==> config.mk <==
export PLATFORM = sky130hd
export DESIGN_NAME = gpb_port
export DESIGN_NICKNAME = d
export VERILOG_FILES = /design/src/rtl/gpb_pkg.sv /design/src/rtl/gpb_sync2.sv /design/src/rtl/gpb_port.sv
export SDC_FILE = /design/constraint.sdc
export NUM_CORES = 1
export LEC_CHECK = 0
export BUFFER_PORTS_ARGS = -buffer_cell sky130_fd_sc_hd__buf_2
export CORE_UTILIZATION = 30
export DETAILED_ROUTE_END_ITERATION = 8
export GPL_ROUTABILITY_DRIVEN = 0
export SYNTH_ARGS = -nofsm -noshare
export SYNTH_HDL_FRONTEND = slang
export SYNTH_SLANG_ARGS = --single-unit
==> constraint.sdc <==
create_clock -name clk_sys -period 1.4 [get_ports clk_sys]
set_input_delay 0.28 -clock clk_sys [delete_from_list [all_inputs] [get_ports clk_sys]]
set_output_delay 0.28 -clock clk_sys [all_outputs]
set_load 0.01 [all_outputs]
==> src/rtl/gpb_pkg.sv <==
`default_nettype none
package gpb_pkg;
  // register offsets on the plain register port
  localparam logic [3:0] GPB_OFF_LATCH = 4'h0;  // output data latch
  localparam logic [3:0] GPB_OFF_DIR   = 4'h1;  // direction register
  localparam int         GPB_WIDTH     = 8;     // pins in the port
  localparam logic [7:0] GPB_DIR_RST   = 8'h00; // all pins input
  localparam int         GPB_SHARED_LO = 6;     // first timer-shared pin
  localparam int         GPB_SHARED_HI = 7;     // second timer-shared pin

  // register port request
  typedef struct packed {
    logic [3:0] addr;  // register offset
    logic [7:0] wdata; // write data
    logic       wr;    // write strobe
    logic       rd;    // read strobe
  } gpb_req_t;

  // pin owner encoding per pin
  typedef enum logic [1:0] {
    GPB_OWN_PORT  = 2'b00, // plain port function
    GPB_OWN_TIMER = 2'b01, // timer channel drives pin
    GPB_OWN_CONV  = 2'b10  // converter samples pin
  } gpb_owner_t;
endpackage
`default_nettype wire

==> src/rtl/gpb_sync2.sv <==
`timescale 1ns/10ps
`default_nettype none
// two-stage synchroniser for a bus of pin levels
module gpb_sync2 #(
  parameter int W = 8 // width of the bus
) (
  input  wire logic         clk_sys, // system clock
  input  wire logic         nrst,    // async reset, active low
  input  wire logic [W-1:0] d,       // asynchronous input
  output logic      [W-1:0] q        // synchronised output
);
  logic [W-1:0] meta; // first stage, read only by q

  // a bus of no bits cannot be synchronised, refuse it at elaboration
  if (W < 1) begin : g_bad_w
    $error("width must be at least one");
  end

  // first stage then second stage, nothing else reads meta
  always_ff @(posedge clk_sys or negedge nrst) begin
    if (!nrst) begin
      meta <= '0;
      q    <= '0;
    end else begin
      meta <= d;
      q    <= meta;
    end
  end
endmodule
`default_nettype wire

==> src/rtl/gpb_port.sv <==
// What this block does
// - eight pins, each with own latch bit
// - converter beats timer on upper two pins
// - converter selection disconnects enabled timer channel
// - latch write, read back on output pins, unchanged by reset
// - direction one drives latch, zero inputs
// - reset clears all direction bits
//
// The plain strobed port and the register offsets were decided locally.
`timescale 1ns/10ps
`default_nettype none
module gpb_port (
  input  wire logic                    clk_sys,    // 25 MHz system clock
  input  wire logic                    nrst,       // async reset, low
  input  wire gpb_pkg::gpb_req_t       req,        // register request
  output logic [7:0]                   rdata,      // read data, next cycle
  input  wire logic [7:0]              pin_in,     // pin levels from pads
  output logic [7:0]                   pin_out,    // pin drive value
  output logic [7:0]                   pin_oe,     // pin drive enable
  input  wire logic [7:0]              conv_sel,   // converter claims pin
  input  wire logic [1:0]              tmr_en,     // timer channel enable
  input  wire logic [1:0]              tmr_oe,     // timer drives its pin
  input  wire logic [1:0]              tmr_out,    // timer output level
  output logic [1:0]                   tmr_in,     // pin level to timer
  output logic [7:0]                   conv_in     // pin level to converter
);
  import gpb_pkg::*;

  logic [7:0] pin_b_output_latch; // data latch, not reset
  logic [7:0] pin_b_direction;    // direction bits
  logic [7:0] pin_sync;           // synchronised pin levels
  logic [7:0] next_rdata;         // read mux result
  logic [1:0] tmr_owns;           // timer owns upper pin
  logic [7:0] drv_en;             // combined drive enable
  logic [7:0] drv_val;            // combined drive value

  // the ports are eight wide and both shared pins must sit inside them
  if (GPB_WIDTH != 8 || GPB_SHARED_HI >= GPB_WIDTH
      || GPB_SHARED_LO >= GPB_SHARED_HI) begin : g_bad_cfg
    $error("shared pin positions do not fit the port");
  end

  gpb_sync2 #(.W(GPB_WIDTH)) u_sync (
    .clk_sys (clk_sys),
    .nrst    (nrst),
    .d       (pin_in),
    .q       (pin_sync)
  );

  // latch has no reset so a system reset leaves it alone
  always_ff @(posedge clk_sys) begin
    if (req.wr && req.addr == GPB_OFF_LATCH) begin
      pin_b_output_latch <= req.wdata;
    end
  end

  // direction register, cleared by reset
  always_ff @(posedge clk_sys or negedge nrst) begin
    if (!nrst) begin
      pin_b_direction <= GPB_DIR_RST;
    end else if (req.wr && req.addr == GPB_OFF_DIR) begin
      pin_b_direction <= req.wdata;
    end
  end

  // timer holds an upper pin only while converter does not claim it
  always_comb begin
    tmr_owns[0] = tmr_en[0] && !conv_sel[GPB_SHARED_LO];
    tmr_owns[1] = tmr_en[1] && !conv_sel[GPB_SHARED_HI];
  end

  // pin drive: converter pins never driven, timer overrides port
  always_comb begin
    drv_en  = pin_b_direction & ~conv_sel;
    drv_val = pin_b_output_latch;
    if (tmr_owns[0]) begin
      drv_en[GPB_SHARED_LO]  = tmr_oe[0];
      drv_val[GPB_SHARED_LO] = tmr_out[0];
    end
    if (tmr_owns[1]) begin
      drv_en[GPB_SHARED_HI]  = tmr_oe[1];
      drv_val[GPB_SHARED_HI] = tmr_out[1];
    end
  end

  // drive value gated so an undriven pin shows zero
  assign pin_out = drv_val & drv_en;
  assign pin_oe  = drv_en;

  // timer inputs see the pin only while the timer owns it; one assignment
  // so that the output variable keeps a single driver
  assign tmr_in = tmr_owns & {pin_sync[GPB_SHARED_HI],
                              pin_sync[GPB_SHARED_LO]};
  // converter gets the synchronised pin level as analog stand-in only for selected pins
  assign conv_in = pin_sync & conv_sel;

  // read mux; unmapped offsets read zero
  always_comb begin
    next_rdata = 8'h00;
    if (req.addr == GPB_OFF_LATCH) begin
      next_rdata = (pin_b_direction & pin_b_output_latch)
                 | (~pin_b_direction & pin_sync);
    end else if (req.addr == GPB_OFF_DIR) begin
      next_rdata = pin_b_direction;
    end
  end

  // read data stands only in the cycle after the strobe
  always_ff @(posedge clk_sys or negedge nrst) begin
    if (!nrst) begin
      rdata <= 8'h00;
    end else if (req.rd) begin
      rdata <= next_rdata;
    end else begin
      rdata <= 8'h00;
    end
  end
endmodule
`default_nettype wire

==> results of run 1 <==
==> layer usage <==
layer | vias to the layer above | wire length, µm | track usage, % | share of wire (%)
li1 | 577 | - | - | -
met1 | 515 | 1460 | 17.4 | 45
met2 | 55 | 1440 | 18.5 | 44
met3 | 7 | 309 | 5.49 | 9.5
met4 | 0 | 42 | 5.13 | 1.3
met5 | - | 0 | 0 | 0
==> power groups by stage <==
| stage | registers (µW) | logic (µW) | clock network (µW) |
|---|---|---|---|
| global placement | 1360 | 354 | 0 |
| detailed placement | 1360 | 360 | 0 |
| finish | 1320 | 502 | 781 |
| floorplan | 1340 | 196 | 0 |
| global route | 1330 | 556 | 840 |
| CTS | 1330 | 407 | 805 |
==> logic make-up after synthesis <==
| logic type | synth area share (%) |
|---|---|
| compound gates | 5.22 |
| simple gates | 17.4 |
| buf+inv | 1.06 |
| flops | 67.8 |
| mux | 8.48 |
==> sequential cells by signal, indices dropped and copies added, names as in the netlist <==
signal              count
pin_b_direction         8
pin_b_output_latch      8
rdata                   8
u_sync.meta             8
u_sync.q                8
==> worst register-to-register path, delay by kind of cell, from the launching register on <==
kind | cells | cell delay [ps]
AND/OR/NAND/NOR | 1 | 450
AO/OA/AOI/OAI | 1 | 130
buffers and inverters | 1 | 140
flip-flops | 1 | 390
==> cell usage after synthesis, drive strengths merged <==
cell	number	area, µm²
nand2b	2	12.5
dfrtp	32	801
or3b	2	17.5
o21ai	8	40.0
nand2	6	22.5
clkbuf	1	3.75
mux2i	4	40.0
mux2	8	90.1
edfxtp	8	240
a21oi	8	40.0
or3	2	12.5
buf	1	5.00
and2	14	87.6
inv	2	7.51
nor2	9	33.8
nor3	3	26.3
nand3	1	17.5
nor2b	6	37.5
==> cell type report <==
cell class	instances	area (µm²)	area share [%]
clock inverters	2	10.0	0.450
multi-input cells	73	528	23.8
clock buffers	6	82.6	3.72
flip-flops and latches	40	1040	46.8
inverters	2	7.51	0.338
repair buffers	85	469	21.1
well taps	67	83.8	3.77
==> worst max-delay path by stage <==
| stage | depth (start not counted) | slack, ps | end | from |
|---|---|---|---|---|
| finish | 3 | 40 | pin_out[6] | pin_b_direction[6] |
| global route | 3 | -70 | pin_out[6] | pin_b_direction[6] |
| floorplan | 3 | 30 | pin_b_output_latch[0] | req[10] |
| CTS | 3 | 2 | pin_out[0] | pin_b_direction[0] |
| detailed placement | 5 | 110 | pin_b_output_latch[6] | req[13] |
| global placement | 5 | 120 | pin_b_output_latch[3] | req[13] |
==> timing repair <==
action / 4_1_cts / 5_1_grt
endpoints found under the setup margin: 5 / 9
pin swaps: 1 / 1
hold buffers: 1 / 0
gates resized for setup: 2 / 13
hold endpoints to repair: 18 / 0
buffers inserted: 3 / 6
==> through the flow <==
| stage | cells | cell area, µm² | hold WS (ps) | total power [µW] | setup TNS [ps] |
|---|---|---|---|---|---|
| 6_report | 275 | 2220 | 90.5 | 2610 | 0 |
| 5_1_grt | 275 | 2220 | 74.2 | 2730 | -116 |
| 4_1_cts | 269 | 2130 | 80.2 | 2540 | 0 |
| 3_5_place_dp | 257 | 2000 | 256 | 1720 | 0 |
| 3_3_place_gp | 257 | 2000 | 262 | 1710 | 0 |
| 2_1_floorplan | 117 | 1540 | -15.6 | 1540 | 0 |
==> run metrics, run 1 <==
die width=73.5 µm; pins over their slew limit=0; Max H-tree Level=2; fmax=roughly 0.73 GHz; setup slack, reg-to-reg=between 200 and 250 ps; Initial Util=about a third; cell chain of the critical path=mux2i_1 -> nor3_1 -> buf_2; P_sw=about 640 µW; initial antenna violation count=0; min Tclk post-route=approximately 1400 ps; critical path class=flip-flop to output pin; Setup Viol. Count Final=0; worst vdd ir=676 µV; Flop pwr share=50.8%; final hold vios=0; type of the most critical hold path=primary input to flip-flop; Die Area=5410 µm²; Synth cell types=19; DR pass1 iterations=4; number of global-route vias before repair=about 1100; clk_skew=2.23 ps; Critical Path Fanout Max=4; Routed WL=3.25 mm; nature of the critical path startpoint=flip-flop; hold path cells=1; Via Count=around 1200; Slowest Stage Delay on Critical Path=between 300 and 400 ps; commonest non-fill, non-tap cell in the layout=buf_2; Slew HR=~71%; CTS tree=yes; antenna-violating nets left=0; critical hold path startpoint=pin_in[2]; clock sink count=40; commonest cells after routing, fill and taps aside=70 x buf_2, 32 x dfrtp_1, 13 x buf_4, 12 x and2_1, 9 x nor2_1; total gr overflow=0; Layout area overhead=44.7%; unrepaired setup endpoints after global routing=true; 1st-iter DRT viols=15; worst path bufs/invs=1; R2R depth=3; gr usage total=13.0%; drt drc=0; Synth Instances=between 100 and 150; CP required=between 1000 and 1500 ps; Core Area=~4800 µm²; DR vias/cell=between 4 and 5; # rows=25; final core occ=a little under half; Pwr Density=roughly 1200 nW/µm²; Antenna diodes=0; Layout Nets=between 200 and 250; status=finished, final reports clean; worst setup margin=37.3 ps; worst-margin pin slew=about 440 ps; switching share of power=24.7%; clk_lat worst skew=between 200 and 300 ps; hold endpoint=u_sync.meta[2]; CTS Root Cell=clkbuf_8; Clk pwr share=a little under a third; I/O pins=between 70 and 80; post-synthesis sequential area ratio=roughly 68%; Die Ht=73.5 µm; dpl ws=~110 ps; Pleak=about 0.0011 µW; reg2reg start=pin_b_direction[4]; kind of end point of the critical path=output pin; dpl hpwl=around 2.4 mm; R2R Path End=rdata[4]; kind of cell adding the most delay to the critical path=flip-flops; flops & latches, synth=40; Internal Power=1960 µW; CTS buffer count=5; area of the mapped netlist=between 1500 and 2000 µm²; Worst EP arrival=1080 ps; Max Cap Viol=0; post-synthesis net count=around 160; layout cells sized above 1=53.8%; first-pass GRT wire length=between 5 and 6 mm; clock buffer depth=2; average wire per standard cell=~12 µm; fillers=approximately 480; Port Buffers=71; Logic pwr share=19.3%; Syn. warnings=0; Worst-path clk slew=~70 ps; Crit-path slowest cell=dfrtp_1; pin count of the biggest net entering global routing=21; Period Utilization, post-route=approximately 97%; syn avg cell area=around 13 µm²
(Power assumes the default switching activity.)
==> run 2, diff against run 1 <==
PLACE_DENSITY = 0.56   (was default)
==> run 2 against run 1 <==
The run now ends with hold timing left. Combinational power is 8.2% lower. First-iteration DRC count is 110% higher. Design area down 2.2%. Largest power group unchanged. Clock power up 6.5%. Global-route usage shrank 0.11 points. Via count is 0.87% higher.
==> run metrics, run 2 (synthesis gave the netlist of run 1 again) <==
status=complete, but fails checks; failing checks=hold timing; Pleak=0.00110 µW; met2 Usage GRT=between 20% and 30%; busiest layer in global routing=met2; Crit-path slowest cell=dfrtp_1; Slowest Stage Delay on Critical Path=about 390 ps; Port Buffers=71; Layout Nets=240; Antenna diodes=0; met1 usage=roughly 15%; R2R depth=4; Critical Path Fanout Max=2; worst path bufs/invs=1; Worst-path clk slew=around 70 ps; Slew HR=72.5%; fillers=approximately 500; Layout area overhead=41.6%; setup TNS=0 ps; critical path class=flip-flop to output pin; fmax=around 0.73 GHz; Die Ht=73.5 µm; number of global-route vias before repair=about 1100; commonest non-fill, non-tap cell in the layout=buf_2; 1st-iter DRT viols=31; final hold vios=2; DR pass1 iterations=4; kind of end point of the critical path=output pin; flip-flop and latch area=1040 µm²; DR vias/cell=around 4.3; I/O pins=72; Pwr Density=~1200 nW/µm²; Crit path depth=3; kind of cell adding the most delay to the critical path=flip-flops; Setup Viol. Count Final=0; final core occ=a little under half; antenna-violating nets left=0; Die Area=5410 µm²; pin count of the biggest net entering global routing=33; die width=roughly 74 µm; CTS Root Cell=clkbuf_8; cell chain of the critical path=nor2b_4 -> and2_1 -> buf_2; CP required=approximately 1100 ps; Finished Layout Cells=270; CTS tree=yes; clk_skew=about 3.5 ps; area of the multi-input gates=between 500 and 600 µm²; unrepaired setup endpoints after global routing=true; drt drc=0; CTS buffer count=5; average wire per standard cell=between 10 and 15 µm; total gr overflow=0; clock buffer depth=2; Worst EP arrival=approximately 1100 ps; layout cells sized above 1=51.2%; Max H-tree Level=2; # rows=25; gr usage total=12.9%; initial antenna violation count=0; Via Count=1164; Hold Slack=-2.34 ps; Initial Util=a little under a third; worst-margin pin slew=412 ps; DP Cell Count=around 260; Core Area=4820 µm²; clock sink count=40; min Tclk post-route=around 1400 ps; pins over their slew limit=0; first-pass GRT wire length=about 5.0 mm; met3 GRT Util=under 10%; nature of the critical path startpoint=flip-flop; type of the most critical hold path=primary input to asynchronous set/reset pin; dpl hpwl=2.41 mm; Max Cap Viol=0; worst vdd ir=roughly 540 µV; clk_lat worst skew=280 ps; Routed WL=3.25 mm; Period Utilization, post-route=a little over nine tenths; commonest cells after routing, fill and taps aside=71 x buf_2, 32 x dfrtp_1, 14 x and2_1, 9 x nor2_1, 9 x buf_4
## run 2: repair_timing
action / 4_1_cts / 5_1_grt
hold buffers: 0 / 0
gates cloned: 0 / 0
gates resized for setup: 2 / 8
setup buffers: 3 / 4
setup endpoints to repair: 4 / 10
pin swaps: 0 / 2
## run 2: where the power goes
| part | internal (µW) | leakage, µW | total, µW | switching, µW |
|---|---|---|---|---|
| clock network | 457 | 0.0000534 | 832 | 375 |
| logic | 264 | 0.000575 | 461 | 197 |
| registers | 1270 | 0.000468 | 1320 | 48.7 |
## run 2: path summary, 6_finish.rpt
| path | slack, ps | startpoint | endpoint |
|---|---|---|---|
| min in group clk_sys | 90 | pin_in[2] | u_sync.meta[2] |
| max in group asynchronous | 1100 | nrst | u_sync.q[2] |
| worst max register to register | 90 | pin_b_direction[4] | rdata[4] |
| worst min-delay path | -2 | nrst | rdata[3] |
| worst min register to register | 350 | u_sync.meta[4] | u_sync.q[4] |
| worst max-delay path | 40 | pin_b_direction[4] | pin_out[4] |
## run 2: cell type report
cell class | count | share of cell area (%)
multi-input combinational | 73 | 23.7
inverter | 2 | 0.345
clock inverter | 1 | 0.230
tap | 67 | 3.86
timing repair buffer | 80 | 19.5
sequential | 40 | 47.9
clock buffer | 7 | 4.49
## run 2: per-layer routing
layer,vias up,part of all wire (%)
li1,566,-
met1,543,42
met2,47,50
met3,8,6.4
met4,0,1.8
met5,-,0
## run 2: per-stage QoR
| step | instance area (µm²) | hold WS, ps | power, µW | setup WS, ps |
|---|---|---|---|---|
| 3_5_place_dp | 1980 | 329 | 1710 | 103 |
| 4_1_cts | 2110 | 15.6 | 2590 | 0.230 |
| 6_report | 2170 | -2.34 | 2620 | 39.4 |
| 3_3_place_gp | 1980 | 330 | 1710 | 126 |
| 2_1_floorplan | 1540 | -15.6 | 1540 | 31.1 |
| 5_1_grt | 2170 | 37.3 | 2750 | -61.3 |
## run 2: worst reg2reg max path, stage by stage (launching register included)
cell	delay, ps
dfrtp_1	390
buf_4	140
buf_4	130
or3b_2	460
a21oi_1	130
